<file path="src/hdl/ais_params.svh">
// Constants for the converter init and reset sequencer
// =====================================================
// Overview of operation
// Host pulses reset high at least 1 us
// Host sets reference pin before reset
// Host waits 2 ms before reference level
// 100 ns from reference level to reset
// Host runs sampling clock before reset
// Device loads defaults, then starts calibration
// Calibration lasts about 200000 sampling cycles
// Host waits 200000 cycles before programming
// Writing one to bit 0 soft-resets
// Device clears soft reset bit itself
// Host holds reset pin low meanwhile
// Device ignores serial writes while busy
`ifndef AIS_PARAMS_SVH
`define AIS_PARAMS_SVH
// =====================================================
// Register map
`define AIS_SOFT_RESET_CONTROL 8'h00
`define AIS_SOFT_RESET_BIT     0
`define AIS_CFG_REG            8'h01
`define AIS_CFG_RESET          8'h00
// Host command/status registers
`define AIS_HOST_CTRL          8'h00
`define AIS_HOST_STAT          8'h01
`define AIS_HOST_WADDR         8'h02
`define AIS_HOST_WDATA         8'h03
// =====================================================
// Timing
`define AIS_CLK_NS             8
`define AIS_PWR_WAIT_NS        2000000
`define AIS_REF_SETUP_NS       100
`define AIS_RST_PULSE_NS       1000
`define AIS_CAL_CYCLES         200000
`define AIS_FUSE_CYCLES        8
`endif

</file>
<file path="src/hdl/ais_pkg.sv">
// Types for the converter init and reset sequencer
package ais_pkg;
  typedef logic [7:0] ais_byte_t;
  typedef enum logic [3:0] {
    DV_RESET = 4'h1,
    DV_FUSE  = 4'h2,
    DV_CAL   = 4'h4,
    DV_READY = 4'h8
  } ais_dev_state_e;
  typedef enum logic [5:0] {
    HS_PWR    = 6'h01,
    HS_REFSET = 6'h02,
    HS_RSTHI  = 6'h04,
    HS_WAIT   = 6'h08,
    HS_IDLE   = 6'h10,
    HS_WRITE  = 6'h20
  } ais_host_state_e;
endpackage
</file>
<file path="src/hdl/ais_if.sv">
// Link between host controller and converter configuration logic
interface ais_if;
  logic       reset_pin;
  logic       reference_select_pin;
  logic       sample_clk_en;
  logic       serial_port_select;
  logic [7:0] ser_addr;
  logic [7:0] ser_wdata;
  modport host (output reset_pin, output reference_select_pin, output sample_clk_en,
                output serial_port_select, output ser_addr, output ser_wdata);
  modport dev  (input reset_pin, input reference_select_pin, input sample_clk_en,
                input serial_port_select, input ser_addr, input ser_wdata);
endinterface

</file>
<file path="src/hdl/ais_host.sv">
// Host end: power-up sequence and serial programming
`include "ais_params.svh"
module ais_host #(
  parameter int PWR_WAIT_CYC = (`AIS_PWR_WAIT_NS + `AIS_CLK_NS - 1) / `AIS_CLK_NS,
  parameter int WAIT_CYC     = `AIS_CAL_CYCLES + `AIS_FUSE_CYCLES + 4
) (
  // Clock and reset
  input  wire logic       CLK_SYS,
  input  wire logic       RSTN,
  // Software port
  input  wire logic [7:0] ADDR,
  input  wire logic [7:0] WDATA,
  input  wire logic       WR,
  input  wire logic       RD,
  output logic [7:0]      RDATA,
  // Link
  ais_if.host             LNK
);
  localparam int REF_CYC = (`AIS_REF_SETUP_NS + `AIS_CLK_NS - 1) / `AIS_CLK_NS;
  localparam int RST_CYC = (`AIS_RST_PULSE_NS + `AIS_CLK_NS - 1) / `AIS_CLK_NS;

  // =====================================================
  // State
  typedef struct packed {
    ais_pkg::ais_host_state_e st;
    logic [18:0]              cnt;
    logic                     ref_lvl;
    logic                     ref_pin;
    logic                     rst_pin;
    logic                     clk_en;
    logic                     sel;
    ais_pkg::ais_byte_t       waddr;
    ais_pkg::ais_byte_t       wdata;
    logic                     go;
    ais_pkg::ais_byte_t       rdata;
  } ais_host_s;
  ais_host_s s_q, s_d;

  always_comb begin
    s_d     = s_q;
    s_d.sel = 1'b0;
    s_d.go  = 1'b0;
    if (WR) begin
      case (ADDR)
        `AIS_HOST_CTRL: begin
          s_d.ref_lvl = WDATA[1];
          s_d.go      = WDATA[0];
        end
        `AIS_HOST_WADDR: s_d.waddr = WDATA;
        `AIS_HOST_WDATA: s_d.wdata = WDATA;
        default: ;
      endcase
    end
    // Read data only moves on a read strobe
    if (RD) begin
      case (ADDR)
        `AIS_HOST_CTRL:  s_d.rdata = {6'h0, s_q.ref_lvl, 1'b0};
        `AIS_HOST_STAT:  s_d.rdata = {2'h0, s_q.st};
        `AIS_HOST_WADDR: s_d.rdata = s_q.waddr;
        `AIS_HOST_WDATA: s_d.rdata = s_q.wdata;
        default:         s_d.rdata = 8'h00;
      endcase
    end
    s_d.cnt = s_q.cnt + 19'h1;
    case (s_q.st)
      ais_pkg::HS_PWR: begin
        s_d.clk_en = 1'b1;
        if (s_q.cnt >= 19'(PWR_WAIT_CYC - 1)) begin
          s_d.ref_pin = s_q.ref_lvl;
          s_d.cnt     = '0;
          s_d.st      = ais_pkg::HS_REFSET;
        end
      end
      ais_pkg::HS_REFSET: begin
        if (s_q.cnt >= 19'(REF_CYC - 1)) begin
          s_d.rst_pin = 1'b1;
          s_d.cnt     = '0;
          s_d.st      = ais_pkg::HS_RSTHI;
        end
      end
      ais_pkg::HS_RSTHI: begin
        if (s_q.cnt >= 19'(RST_CYC - 1)) begin
          s_d.rst_pin = 1'b0;
          s_d.cnt     = '0;
          s_d.st      = ais_pkg::HS_WAIT;
        end
      end
      ais_pkg::HS_WAIT: begin
        // Margin over calibration covers the synchroniser and fuse load
        if (s_q.cnt >= 19'(WAIT_CYC - 1)) begin
          s_d.st = ais_pkg::HS_IDLE;
        end
      end
      ais_pkg::HS_IDLE: begin
        s_d.cnt = '0;
        if (s_q.go) begin
          s_d.sel = 1'b1;
          s_d.st  = ais_pkg::HS_WRITE;
        end
      end
      ais_pkg::HS_WRITE: begin
        // Select held for three cycles so the synchronised copy is seen
        s_d.sel = 1'b1;
        if (s_q.cnt >= 19'h2) begin
          s_d.sel = 1'b0;
          s_d.cnt = '0;
          s_d.st  = (s_q.waddr == `AIS_SOFT_RESET_CONTROL && s_q.wdata[`AIS_SOFT_RESET_BIT])
                    ? ais_pkg::HS_WAIT : ais_pkg::HS_IDLE;
        end
      end
      default: s_d.st = ais_pkg::HS_PWR;
    endcase
  end

  always_ff @(posedge CLK_SYS or negedge RSTN) begin
    if (!RSTN) begin
      s_q <= '{st: ais_pkg::HS_PWR, cnt: 19'h0, ref_lvl: 1'b0, ref_pin: 1'b0, rst_pin: 1'b0,
               clk_en: 1'b0, sel: 1'b0, waddr: 8'h00, wdata: 8'h00, go: 1'b0, rdata: 8'h00};
    end else begin
      s_q <= s_d;
    end
  end

  assign RDATA                    = s_q.rdata;
  assign LNK.reset_pin            = s_q.rst_pin;
  assign LNK.reference_select_pin = s_q.ref_pin;
  assign LNK.sample_clk_en        = s_q.clk_en;
  assign LNK.serial_port_select   = s_q.sel;
  assign LNK.ser_addr             = s_q.waddr;
  assign LNK.ser_wdata            = s_q.wdata;
endmodule

</file>
<file path="src/flat_wrapper.sv">
// flat-port wrapper written by rule: the top's interface ports become plain ports
module ais_host_flat 
#(
  parameter int PWR_WAIT_CYC = (`AIS_PWR_WAIT_NS + `AIS_CLK_NS - 1) / `AIS_CLK_NS,
  parameter int WAIT_CYC     = `AIS_CAL_CYCLES + `AIS_FUSE_CYCLES + 4
)
  (CLK_SYS, RSTN, ADDR, WDATA, WR, RD, RDATA, LNK_reset_pin, LNK_reference_select_pin, LNK_sample_clk_en, LNK_serial_port_select, LNK_ser_addr, LNK_ser_wdata);
  ais_if LNK_i ();
  input  wire logic CLK_SYS;
  input  wire logic RSTN;
  input  wire logic [7:0] ADDR;
  input  wire logic [7:0] WDATA;
  input  wire logic WR;
  input  wire logic RD;
  output logic [7:0] RDATA;
  output wire logic [$bits(LNK_i.reset_pin)-1:0] LNK_reset_pin;
  output wire logic [$bits(LNK_i.reference_select_pin)-1:0] LNK_reference_select_pin;
  output wire logic [$bits(LNK_i.sample_clk_en)-1:0] LNK_sample_clk_en;
  output wire logic [$bits(LNK_i.serial_port_select)-1:0] LNK_serial_port_select;
  output wire logic [$bits(LNK_i.ser_addr)-1:0] LNK_ser_addr;
  output wire logic [$bits(LNK_i.ser_wdata)-1:0] LNK_ser_wdata;
  assign LNK_reset_pin = LNK_i.reset_pin;
  assign LNK_reference_select_pin = LNK_i.reference_select_pin;
  assign LNK_sample_clk_en = LNK_i.sample_clk_en;
  assign LNK_serial_port_select = LNK_i.serial_port_select;
  assign LNK_ser_addr = LNK_i.ser_addr;
  assign LNK_ser_wdata = LNK_i.ser_wdata;
  ais_host #(.PWR_WAIT_CYC(PWR_WAIT_CYC), .WAIT_CYC(WAIT_CYC)) u_core (.CLK_SYS(CLK_SYS), .RSTN(RSTN), .ADDR(ADDR), .WDATA(WDATA), .WR(WR), .RD(RD), .RDATA(RDATA), .LNK(LNK_i));
endmodule
</file>
<file path="config.mk">
export PLATFORM = sky130hd
export DESIGN_NAME = ais_host_flat
export DESIGN_NICKNAME = d
export VERILOG_FILES = /design/src/hdl/ais_pkg.sv /design/src/hdl/ais_if.sv /design/src/hdl/ais_host.sv /design/src/flat_wrapper.sv
export VERILOG_INCLUDE_DIRS = /design/src /design/src/hdl
export SDC_FILE = /design/constraint.sdc
export NUM_CORES = 1
export LEC_CHECK = 0
export ABC_AREA = 1
export ABC_CLOCK_PERIOD_IN_PS = 3650
export BUFFER_PORTS_ARGS = -buffer_cell sky130_fd_sc_hd__buf_4
export CORE_MARGIN = 2
export CORE_UTILIZATION = 60
export CTS_CLUSTER_DIAMETER = 100
export CTS_CLUSTER_SIZE = 30
export DETAILED_ROUTE_END_ITERATION = 10
export PLACE_DENSITY = 0.8
export SLEW_MARGIN = 40
export SYNTH_ARGS = -nofsm -noshare
export SYNTH_HDL_FRONTEND = slang
export SYNTH_SLANG_ARGS = --single-unit
</file>
<file path="constraint.sdc">
create_clock -name CLK_SYS -period 3.65 [get_ports CLK_SYS]
set_input_delay 0.5475 -clock CLK_SYS [delete_from_list [all_inputs] [get_ports CLK_SYS]]
set_output_delay 0.5475 -clock CLK_SYS [all_outputs]
set_load 0.02 [all_outputs]
</file>
* Yosys cells after proc, flatten, opt, wreduce, memory -nomap -nowiden
Index checks and enable logic that the tools add are counted.
** Storage, ports and cells
- Flip-flop bits (word level) :: 55
** Operators by class
- $add $sub $neg :: 1
- Order comparisons :: 5
- Equality and inequality tests :: 15
- Muxes and demuxes :: 18
- Reductions and logical operators :: 10
** Operators with widths (number)
- $mux 25 :: 4
- $pmux 19 s5 :: 1
- $ge 19x18->1 const B :: 2
- $pmux 6 s6 :: 1
- $pmux 8 s4 :: 1
- $add 19x1->19 const B :: 1
- $ge 19x2->1 const B :: 1
- $ge 19x4->1 const B :: 1
- $ge 19x7->1 const B :: 1
- $eq 8x2->1 const B :: 2
- $logic_not 8->1 :: 2
- $mux 6 :: 2
- $ne 2x1->1 const B :: 6
- $eq 8x1->1 const B :: 1
- $reduce_and 2->1 :: 4
- $eq 6x1->1 const B :: 1
- $eq 6x2->1 const B :: 1
- $eq 6x3->1 const B :: 1
- $eq 6x4->1 const B :: 1
- $eq 6x5->1 const B :: 1
- $eq 6x6->1 const B :: 1
- $mux 1 :: 6
- $reduce_and 6->1 :: 1
- $mux 5 :: 1
- other kinds (4) :: 5

* Depth between registers and ports, before layout
Gate-level depths: netlist of run 1.
- Depth after elaboration :: 5
- Depth in mapped cells :: 12
- Depth with buffers taken out :: 12

* Least setup slack after synthesis of run 1
No wires, ideal clock.
- Path type :: input-to-reg
- Start :: in ADDR[3]
- End :: reg u_core.s_q, in the netlist u_core.LNK.ser_wdata[6]
- Setup time :: 0.117 ns
- Arrival time :: 1.632 ns
- Data required time :: 3.533 ns
- Slack :: 1.901 ns
- Stages on the path :: 6
- Cells stage by stage :: or2_4 > nor4_4 > nand2_2 > buf_6 > nand2_1 > o21ai_2
** Between the ends
- Longest elaborated chain between the ends :: 2
** RTL lines
- start, declared :: line flat_wrapper.sv:11 : input wire logic [7:0] ADDR;
- $eq 8x2->1 :: line ais_host.sv:44 : case (ADDR)
- $reduce_and 2->1 (no source line)
- end signal, assigned :: line ais_host.sv:117 : s_q <= '{st: ais_pkg::HS_PWR, cnt: 19'h0, ref_lvl: 1'b0, ref_pin: 1'b0, rst_pin: 1'b0,
- end, declared :: line ais_host.sv:37 : ais_host_s s_q, s_d;
No other way between the ends.
A chain may end at the register's enable or synchronous reset.

==> results of run 1 <==
==> path summary, 6_finish.rpt <==
kind	start	endpoint	slack, ns	cells after the start
setup / recovery	u_core.s_q[44]	u_core.s_q[37]	1.77	9
hold / removal	RSTN	u_core.LNK.ser_addr[7]	0.25	1
setup reg to reg	u_core.s_q[44]	u_core.s_q[37]	1.77	9
min in group CLK_SYS	WDATA[7]	u_core.LNK.ser_wdata[7]	0.49	3
max in group asynchronous	RSTN	u_core.LNK.ser_addr[6]	2.92	1
hold reg to reg	u_core.RDATA[0]	u_core.RDATA[0]	0.49	2
==> cell families (layout without fill, tap and decap cells) <==
| kind of cell | after synthesis | count (layout) | share of synthesized area, % |
|---|---|---|---|
| adder cells (fa/ha/maj) | 2 | 2 | 0.6915 |
| AND/OR/NAND/NOR | 295 | 295 | 40.04 |
| flip-flops | 55 | 55 | 38.07 |
| buffers and inverters | 89 | 112 | 12.14 |
| AO/OA/AOI/OAI | 36 | 36 | 6.155 |
| XOR/XNOR | 12 | 12 | 2.905 |
==> cell usage after synthesis (all sizes together) <==
cell type    n
buf         31
nand3b       1
clkbuf       2
nand4       17
nand2      152
xnor2        1
ha           2
nor2b        6
o211ai       5
a21oi        2
nand3       32
o21ai       29
xor2        11
nor2        62
nor3        13
nor4         5
and2         4
dfrtp       54
or2          3
dfstp        1
inv         56
==> power groups by stage <==
stage	registers [mW]	logic, mW	clock network [mW]
2_1_floorplan	0.636	0.0455	0
3_3_place_gp	0.640	0.0771	0
3_5_place_dp	0.640	0.0795	0
4_1_cts	0.629	0.0797	0.423
5_1_grt	0.630	0.0865	0.442
6_report	0.629	0.0787	0.419
==> metrics by stage <==
stage | area, um^2 | hold WS (ns)
2_1_floorplan | 3618 | 0.2519
3_3_place_gp | 3844 | 0.4541
3_5_place_dp | 3844 | 0.4665
4_1_cts | 3959 | 0.2845
5_1_grt | 3959 | 0.3123
6_report | 3959 | 0.2499
==> metal layers <==
metal	up-vias	GRT usage (%)	part of all wire [%]
met4	0	14.83	4.2
met3	33	4.286	5.7
met5	-	0	0
li1	1571	-	-
met2	122	52.87	50
met1	1495	33.45	40
==> state kept, by name, indices dropped and copies added, names as in the netlist <==
signal and flops:
u_core.RDATA 8, u_core.LNK.reset_pin 1, u_core.LNK.serial_port_select 1, u_core.LNK.ser_wdata 8
u_core.LNK.ser_addr 8, u_core.LNK.sample_clk_en 1, u_core.LNK.reference_select_pin 1, u_core.s_q 27
==> critical path: cells and delay by family, from the launching register on <==
| kind | cells | cell delay [ns] |
|---|---|---|
| and+or+nand+nor | 9 | 1.30 |
| DFF | 1 | 0.46 |
==> cell type report <==
type	count	share of cell area, %
flip-flops and latches	55	34.80
repair buffers	48	9.102
multi-input cells	345	45.51
well taps	75	2.370
clock inverters	3	1.169
inverters	56	5.310
clock buffers	5	1.738
==> out/results.ini, run 1 <==
[status]
status=finished clean

[drt]
drc=0
route.detailed.vias_per_inst=5.487
drt-wirelength-per-cell_um=15.52
routed_wirelength_mm=9.111
num_vias=3221
drt_pre_antenna_iters=5
drtIter0Drc=201
antenna_violating_nets_post_route=0

[power_and_ir_drop]
leakagePower_nw=2.086
clkPwrFrac_pct=37.2
p_int_mw=0.8568
finalPower_mw=1.126
switchingPower_mw=0.2696
switching_share_pct=23.93
combPwrFrac_pct=7.0
pwr_density_cell_nw_per_um2=284.5
share_seq_of_total_power_pct=55.8
maximum_vdd_drop_mv=0.1860

[worst_hold_path]
min-delay-path-class=primary input to async pin

[clock_tree]
cts_repair_resize_count=0
post-cts-setup-buffers=0
clkSlewWorstSetupHoldPaths_ns=0.11
hold_bufs_at_cts=0
insertion_delay_ns=0.32
cts-htree-levels=2
ctsRootBufferMaster=clkbuf_8
cts_max_path_buffers=2
clock-sinks=55
cts_tree=built
number_of_cts_inserted_buffers=5

[timing]
setup_viols_final=0
timing.clock.skew_ns=0.01537
rsz0062_at_grt=no
final_min_period_over_clock_period_pct=51.40
maxClockFrequency_ghz=0.5330
maxSlewViolCount=0
timing.slew.headroom_pct=53.80
finalWorstSetupSlack_ns=1.774
setup_tns_ns=0
timing.final.hold_violations=0
timing.final.crit_period_ns=1.876
worstMarginPinSlew_ns=0.6930

[run]
maxCapViolCount=0

[synthesis]
postSynthCellCount=489
synthesis.area_per_instance_um2=7.400
synth.distinct_cells=36
synthesis.yosys.warnings=0
synth.top_cells.by_area=dfrtp_1 37%, nand2_1 15%, inv_1 5.5%
synth.net_count=511
yosysTopAreaCellShare_pct=37.34
synth-seq-area-share_pct=38.07
synth_top_area_cell=dfrtp_1
yosys_register_bits=55
netlist_area_um2=3618

[finish]
n_antenna_cell=0
design.final.nets=533
layout.cells.most_common=nand2_1
utilization_pct=67.26
fillerInstances=531
multi_input_comb_area_um2=1802
seq_area_um2=1378
fin_cells=587
layout-drive-gt1-share_pct=20.12
layout_common_cells=140 x nand2_1, 54 x dfrtp_1, 53 x inv_1, 53 x nor2_1, 48 x buf_4
syn_to_final_growth_pct=9.405

[worst_setup_path]
arrival_ns=2.08
critPathKind=register to register
worst_path_largest_cell_delay_ns=0.46
critical_path.slowest_cell=dfrtp_1
critical_path.cell_chain=nor2_1, nand2_1, nor2_1, nand3b_1, nand2_2, nor2_4, nor2_4, nand3_4, and2_1
crit_fanout=10
critical_path_startpoint_category=register
timing.critical_path.required_ns=3.85
cp-end-kind=register

[place]
pre_cts_ws_ns=1.600
place.detailed.hpwl_mm=7.202
dp_cells=579
port_buffers=47
gpl.final_weighted_congestion=1.025

[die]
rows=28
coreArea_um2=5886
fp.dieArea_um2=6668
initial_utilization_pct=61.48
die_height_um=81.66
num_ports=48
die_width_um=81.66

[global_routing]
pin_count_of_the_biggest_net_entering_global_routing=56
grt_remaining_overflow=0
grt_antenna_before_repair=0
grt_pass1_vias=3123
first_pass_grt_wire_length_mm=14.63
grt_use_total_pct=29.22

(Power assumes the default switching activity.)
==> run 2: changes to the inputs <==
ABC_AREA = 0   (was 1)
ABC_CLOCK_PERIOD_IN_PS = 1570   (was 3650)
CORE_UTILIZATION = 51   (was 60)
PLACE_DENSITY = 0.73   (was 0.8)
clock period = 1.57 ns   (was 3.65 ns; I/O delays follow)
==> out/results.ini, run 2 <==
[drt]
antenna_violating_nets_post_route=0  ; unchanged
routed_wirelength_mm=9.494  ; +4.2%
route.detailed.vias_per_inst=6.039  ; +10%
drc=0  ; unchanged
drtIter0Drc=317  ; +58%
num_vias=2802  ; -13%
drt-wirelength-per-cell_um=20.46  ; +32%
drt_pre_antenna_iters=5  ; unchanged

[finish]
max_flop_register=u_core.s_q
layout.cells.most_common=buf_4
largest_register_ffs=27  ; unchanged
fin_cells=464  ; -21%
fillerInstances=376  ; -29%
layout-drive-gt1-share_pct=55.27  ; +35 points
layout_common_cells=112 x buf_4, 51 x dfrtp_1, 18 x mux2_4
multi_input_comb_area_um2=1783  ; -1.0%
n_antenna_cell=0  ; unchanged
syn_to_final_growth_pct=39.35
design.final.nets=411  ; -23%
seq_area_um2=1381  ; +0.27%

[clock_tree]
clock-sinks=55  ; unchanged
ctsRootBufferMaster=clkbuf_8
number_of_cts_inserted_buffers=5  ; unchanged
clkSlewWorstSetupHoldPaths_ns=0.10  ; about the same
insertion_delay_ns=0.32  ; about the same
cts_tree=built
cts_max_path_buffers=2  ; unchanged
cts-htree-levels=2  ; unchanged

[die]
fp.dieArea_um2=6796  ; +1.9%
initial_utilization_pct=53.00  ; -8.5 points
die_width_um=82.44  ; +0.96%
die_height_um=82.44  ; +0.96%
rows=28  ; unchanged
coreArea_um2=5921  ; +0.60%
num_ports=48  ; unchanged

[synthesis]
yosys.cell_count.top_type=dfrtp_1
synth-seq-area-share_pct=43.90  ; +5.8 points
synth.net_count=316  ; -38%
synthesis.area_per_instance_um2=10.67  ; +44%
yosysTopAreaCellShare_pct=43.06  ; +5.7 points
synth.distinct_cells=63  ; +75%
asyncSetResetFlopFracSynth_pct=100.0  ; unchanged
synthesis.yosys.warnings=0  ; unchanged
netlist_area_um2=3138  ; -13%
synth-edff-count=0  ; unchanged
postSynthCellCount=294  ; -40%
postSynth.topFlopCell=dfrtp_1
yosys_register_bits=55  ; unchanged
synth_top_area_cell=dfrtp_1
synth_commonest_cells=54 x dfrtp_1, 25 x buf_4, 19 x nand2_1
synth.top_cells.by_area=dfrtp_1 43%, mux2_1 6.5%, buf_4 6.0%

[worst_setup_path]
cp-end-kind=register
timing.critical_path.required_ns=1.80  ; -2.05 ns
cp_common_cell=buf_4
crit_fanout=11  ; +1
critPathKind=register to register
arrival_ns=2.25  ; +0.17 ns
cp.buffers_inverters=3  ; +3
critical_path.cell_chain=nor4_2, buf_4, nand4_1, nor3_2, buf_4, a2111oi_4, buf_12, a21oi_1
critical_path_startpoint_category=register
worst_path_dominant_cell_family=simple AND/OR/NAND/NOR gates
worst_path_largest_cell_delay_ns=0.40  ; -0.06 ns
critical_path.slowest_cell=dfrtp_1

[global_routing]
grt_use_total_pct=27.23  ; -2.0 points
global_route.usage.met2_pct=41.37  ; -11 points
first_pass_grt_wire_length_mm=13.68  ; -6.6%
pin_count_of_the_biggest_net_entering_global_routing=28  ; -50%
grt-busiest-layer=met2
grt_antenna_before_repair=0  ; unchanged
grt_remaining_overflow=0  ; unchanged
grt_pass1_vias=2709  ; -13%
gr-usage-met1_pct=37.84  ; +4.4 points
met3_routing_resource_usage_after_global_routing_pct=5.109  ; +0.82 points

[place]
gpl.final_weighted_congestion=0.9075  ; -11%
port_buffers=47  ; unchanged
pre_cts_ws_ns=-0.4092  ; -2.009 ns
place.detailed.hpwl_mm=5.704  ; -21%
dp_cells=445  ; -23%

[power_and_ir_drop]
pwr_density_cell_nw_per_um2=607.5  ; +110%
leakagePower_nw=2.072  ; -0.67%
maximum_vdd_drop_mv=0.5582  ; +200%

[timing]
final_min_period_over_clock_period_pct=128.3  ; +77 points
finalWorstSetupSlack_ns=-0.4446  ; -2.218 ns
timing.clock.skew_ns=0.003416  ; -0.01196 ns
hold_ws_ns=0.1487  ; -0.1012 ns
rsz0062_at_grt=yes
maxClockFrequency_ghz=0.4964  ; -6.9%
timing.slew.headroom_pct=67.37  ; +14 points
setup_viols_final=38  ; +38
worstMarginPinSlew_ns=0.4827  ; -0.2103 ns
timing.final.crit_period_ns=2.015  ; +0.1384 ns
maxSlewViolCount=0  ; unchanged
timing.final.hold_violations=0  ; unchanged

[status]
violations=negative setup slack
status=complete, but fails checks

[run]
maxCapViolCount=0  ; unchanged

[worst_hold_path]
min-delay-path-class=primary input to register

-- run 2: metrics by stage --
stage / utilization, % / power [mW] / TNS [ns] / instance area, um^2
CTS: 71.43 / 2.652 / -8.503 / 4229
finish: 73.86 / 2.656 / -10.01 / 4373
floorplan: - / 1.601 / -9.410 / 3264
detailed placement: 66.57 / 1.721 / -16.68 / 3941
global placement: 66.57 / 1.714 / -14.23 / 3941
global route: 73.86 / 2.726 / -12.64 / 4373
-- run 2: cell families (layout without fill, tap and decap cells) --
family	Yosys count	in the layout	share of synthesized area (%)
and+or+nand+nor	93	96	18.18
AOI/OAI and AO/OA	55	55	13.04
DFF	55	55	43.90
buffers and inverters	47	139	10.09
muxes	24	24	8.971
xor gates and xnor gates	18	18	5.024
adders and majority gates	2	2	0.7973
-- run 2: where the power goes --
group | switching (mW) | internal [mW] | leakage, nW | total (mW)
combinational | 0.125 | 0.124 | 1.28 | 0.249
sequential | 0.0174 | 1.44 | 0.739 | 1.45
clock | 0.486 | 0.467 | 0.0502 | 0.953
total | 0.628 | 2.03 | 2.07 | 2.66
-- run 2: worst register-to-register path: stages, from the launching register on --
cell,delay [ns]
dfrtp_1,0.40
nor4_2,0.28
buf_4,0.16
nand4_1,0.27
nor3_2,0.24
buf_4,0.16
a2111oi_4,0.06
buf_12,0.17
a21oi_1,0.19
-- run 2: path summary, 6_finish.rpt --
check / start / endpoint / slack, ns / cells past startpoint
worst min register to register: u_core.LNK.sample_clk_en / u_core.LNK.sample_clk_en / 0.49 / 1
min in group asynchronous: RSTN / u_core.s_q[44] / 0.37 / 2
worst max-delay path: u_core.s_q[42] / u_core.s_q[38] / -0.44 / 8
worst min-delay path: WDATA[0] / u_core.s_q[8] / 0.15 / 2
max in group asynchronous: RSTN / u_core.s_q[49] / 0.69 / 3
worst max register to register: u_core.s_q[42] / u_core.s_q[38] / -0.44 / 8
-- run 2: per-layer routing --
metal / share of wire (%) / wire, um
met5: 0 / 0
met4: 4.8 / 457
met3: 6.9 / 659
met2: 47 / 4474
met1: 41 / 3902
-- run 2: repair_timing --
| action | in CTS | in global routing |
|---|---|---|
| gates resized for setup | 23 | 23 |
| setup buffers | 4 | 4 |
| hold buffers | 1 | 0 |
| gates cloned | 2 | 1 |
| endpoints found under the hold margin | 25 | 0 |
| pin swaps | 12 | 10 |
| endpoints found under the setup margin | 44 | 45 |
-- run 2: area by class of cell --
cell class / instances / area share (%)
Multi-Input combinational cell: 195 / 40.77
Tap cell: 75 / 2.146
Clock buffer: 5 / 1.574
Clock inverter: 2 / 0.8584
Sequential cell: 55 / 31.59
Timing Repair Buffer: 121 / 22.12
Inverter: 11 / 0.9442
==> run 3: changes to the inputs <==
BUFFER_PORTS_ARGS = -buffer_cell sky130_fd_sc_hd__buf_2   (was -buffer_cell sky130_fd_sc_hd__buf_4)
CORE_UTILIZATION = 40   (was 51)
PLACE_DENSITY = 0.59   (was 0.73)
==> out/results.ini, run 3 (same netlist as run 2, synthesis figures left out) <==
[timing]
final_min_period_over_clock_period_pct=123.2  ; -5.1 points
finalWorstSetupSlack_ns=-0.3637  ; +0.08081 ns
rsz0062_at_grt=yes
timing.slew.headroom_pct=69.80  ; +2.4 points
timing.clock.skew_ns=0.008917  ; +0.005501 ns
timing.final.hold_violations=0  ; unchanged
maxClockFrequency_ghz=0.5171  ; +4.2%
worstMarginPinSlew_ns=0.4493  ; -0.03337 ns
maxSlewViolCount=0  ; unchanged
setup_viols_final=31  ; -18%
timing.final.crit_period_ns=1.934  ; -0.08081 ns

[die]
die_width_um=92.57  ; +12%
rows=32  ; +14%
initial_utilization_pct=41.03  ; -12 points
num_ports=48  ; unchanged
fp.dieArea_um2=8569  ; +26%
coreArea_um2=7647  ; +29%
die_height_um=92.57  ; +12%

[place]
port_buffers=47  ; unchanged
gpl.final_weighted_congestion=0.8611  ; -5.1%
placed_cell_area_um2=3915  ; -0.67%
place.detailed.hpwl_mm=5.592  ; -2.0%

[clock_tree]
cts_max_path_buffers=2  ; unchanged
number_of_cts_inserted_buffers=5  ; unchanged
clock-sinks=55  ; unchanged
clkSlewWorstSetupHoldPaths_ns=0.10  ; about the same
cts_tree=built
insertion_delay_ns=0.32  ; about the same
ctsRootBufferMaster=clkbuf_8
cts-htree-levels=2  ; unchanged

[global_routing]
grt_use_total_pct=18.90  ; -8.3 points
grt_pass1_vias=2493  ; -8.0%
pin_count_of_the_biggest_net_entering_global_routing=25  ; -11%
first_pass_grt_wire_length_mm=12.69  ; -7.2%
grt_antenna_before_repair=0  ; unchanged
grt_remaining_overflow=0  ; unchanged

[drt]
drt_pre_antenna_iters=4  ; -1
drc=0  ; unchanged
drtIter0Drc=46  ; -85%
drt-wirelength-per-cell_um=15.47  ; -24%
route.detailed.vias_per_inst=5.018  ; -17%
num_vias=2489  ; -11%
antenna_violating_nets_post_route=0  ; unchanged
routed_wirelength_mm=7.672  ; -19%

[finish]
layout.cells.most_common=buf_4
design.final.nets=415  ; +0.97%
utilization_pct=55.87  ; -18 points
n_antenna_cell=0  ; unchanged
largest_register_ffs=27  ; unchanged
layout_common_cells=68 x buf_4, 52 x dfrtp_1, 46 x buf_2
layout-drive-gt1-share_pct=53.81  ; -1.5 points
finalInstanceArea_um2=4273  ; -2.3%
syn_to_final_growth_pct=36.16
max_flop_register=u_core.s_q

[power_and_ir_drop]
combPwrFrac_pct=8.7  ; -0.7 points
clkPwrFrac_pct=33.4  ; -2.5 points
pwr_density_cell_nw_per_um2=587.5  ; -3.3%
switching_share_pct=25.82  ; +2.2 points
p_int_mw=1.862  ; -8.2%
leakagePower_nw=2.085  ; +0.65%
switchingPower_mw=0.6481  ; +3.2%
maximum_vdd_drop_mv=0.4291  ; -23%
share_seq_of_total_power_pct=57.9  ; +3.2 points

[worst_setup_path]
critical_path_startpoint_category=register
cp-end-kind=register
crit_fanout=5  ; -6
arrival_ns=2.18  ; -0.07 ns
timing.critical_path.required_ns=1.81  ; about the same
critPathKind=register to register

[run]
maxCapViolCount=0  ; unchanged

[worst_hold_path]
min-delay-path-class=primary input to register

[status]
violations=negative setup slack
status=complete, but fails checks

[run 3: cell count changes in the layout (fill, tap and decap cells not counted), sizes merged]
cell	delta
or3	-1
clkinv	+1
buf	+5
inv	+2
clkinvlp	-1
bufinv	-1
[run 3: power by group through the flow]
stage / Combinational, mW / Clock [mW] / Sequential, mW
2_1_floorplan: 0.123 / 0 / 1.48
3_3_place_gp: 0.212 / 0 / 1.48
3_5_place_dp: 0.216 / 0 / 1.48
4_1_cts: 0.223 / 0.870 / 1.45
5_1_grt: 0.238 / 0.922 / 1.46
6_report: 0.219 / 0.838 / 1.45
[run 3: repair_timing]
item,in CTS,in global routing
setup buffers,6,2
hold endpoints to repair,11,0
setup endpoints to repair,44,44
pin swaps,11,3
gates resized for setup,26,12
cloned,2,0
hold buffers,1,0
[run 3: critical path, cell delays in order, from the launching register on]
cell,delay [ns]
dfrtp_2,0.46
ha_4,0.18
and2b_2,0.19
a311oi_2,0.28
o22ai_4,0.15
or3_4,0.46
a21oi_1,0.15
[run 3: path summary, 6_finish.rpt]
| kind | cells after the start | slack, ns | startpoint | end |
|---|---|---|---|---|
| setup / recovery | 6 | -0.36 | u_core.s_q[30] | u_core.s_q[30] |
| hold / removal | 2 | 0.15 | WDATA[0] | u_core.s_q[8] |
| setup reg to reg | 6 | -0.36 | u_core.s_q[30] | u_core.s_q[30] |
| hold reg to reg | 1 | 0.48 | u_core.LNK.sample_clk_en | u_core.LNK.sample_clk_en |
| max in group asynchronous | 3 | 0.74 | RSTN | u_core.LNK.ser_wdata[2] |
| min in group asynchronous | 2 | 0.35 | RSTN | u_core.s_q[50] |
[run 3: final cells by class]
class / instances / area, um^2
Fill cell: 680 / 3374
Timing Repair Buffer: 126 / 909.6
Inverter: 11 / 41.29
Clock buffer: 5 / 68.82
Clock inverter: 3 / 22.52
Sequential cell: 55 / 1380
Tap cell: 102 / 127.6
Multi-Input combinational cell: 194 / 1723
[run 3: metrics by stage]
step                      total power [mW]  TNS [ns]  std cells  hold slack [ns]  worst slack [ns]
after detailed placement             1.696    -16.23        478           0.1710           -0.4063
after CTS                            2.546    -7.241        494           0.1394           -0.3144
after floorplan                      1.601    -9.410        294         -0.06009           -0.3186
after global placement               1.692    -14.91        478           0.1707           -0.3826
final                                2.510    -7.994        496           0.1455           -0.3637
after global routing                 2.617    -10.29        496           0.1378           -0.4202
[run 3: routing by layer]
layer  vias up  wire length (um)  global-route usage, %
met2        36              3521                  28.47
met1      1203              3877                  27.99
met3        11               157                  2.929
li1       1239                 -                      -
met4         0               116                  5.846
met5         -                 0                      0
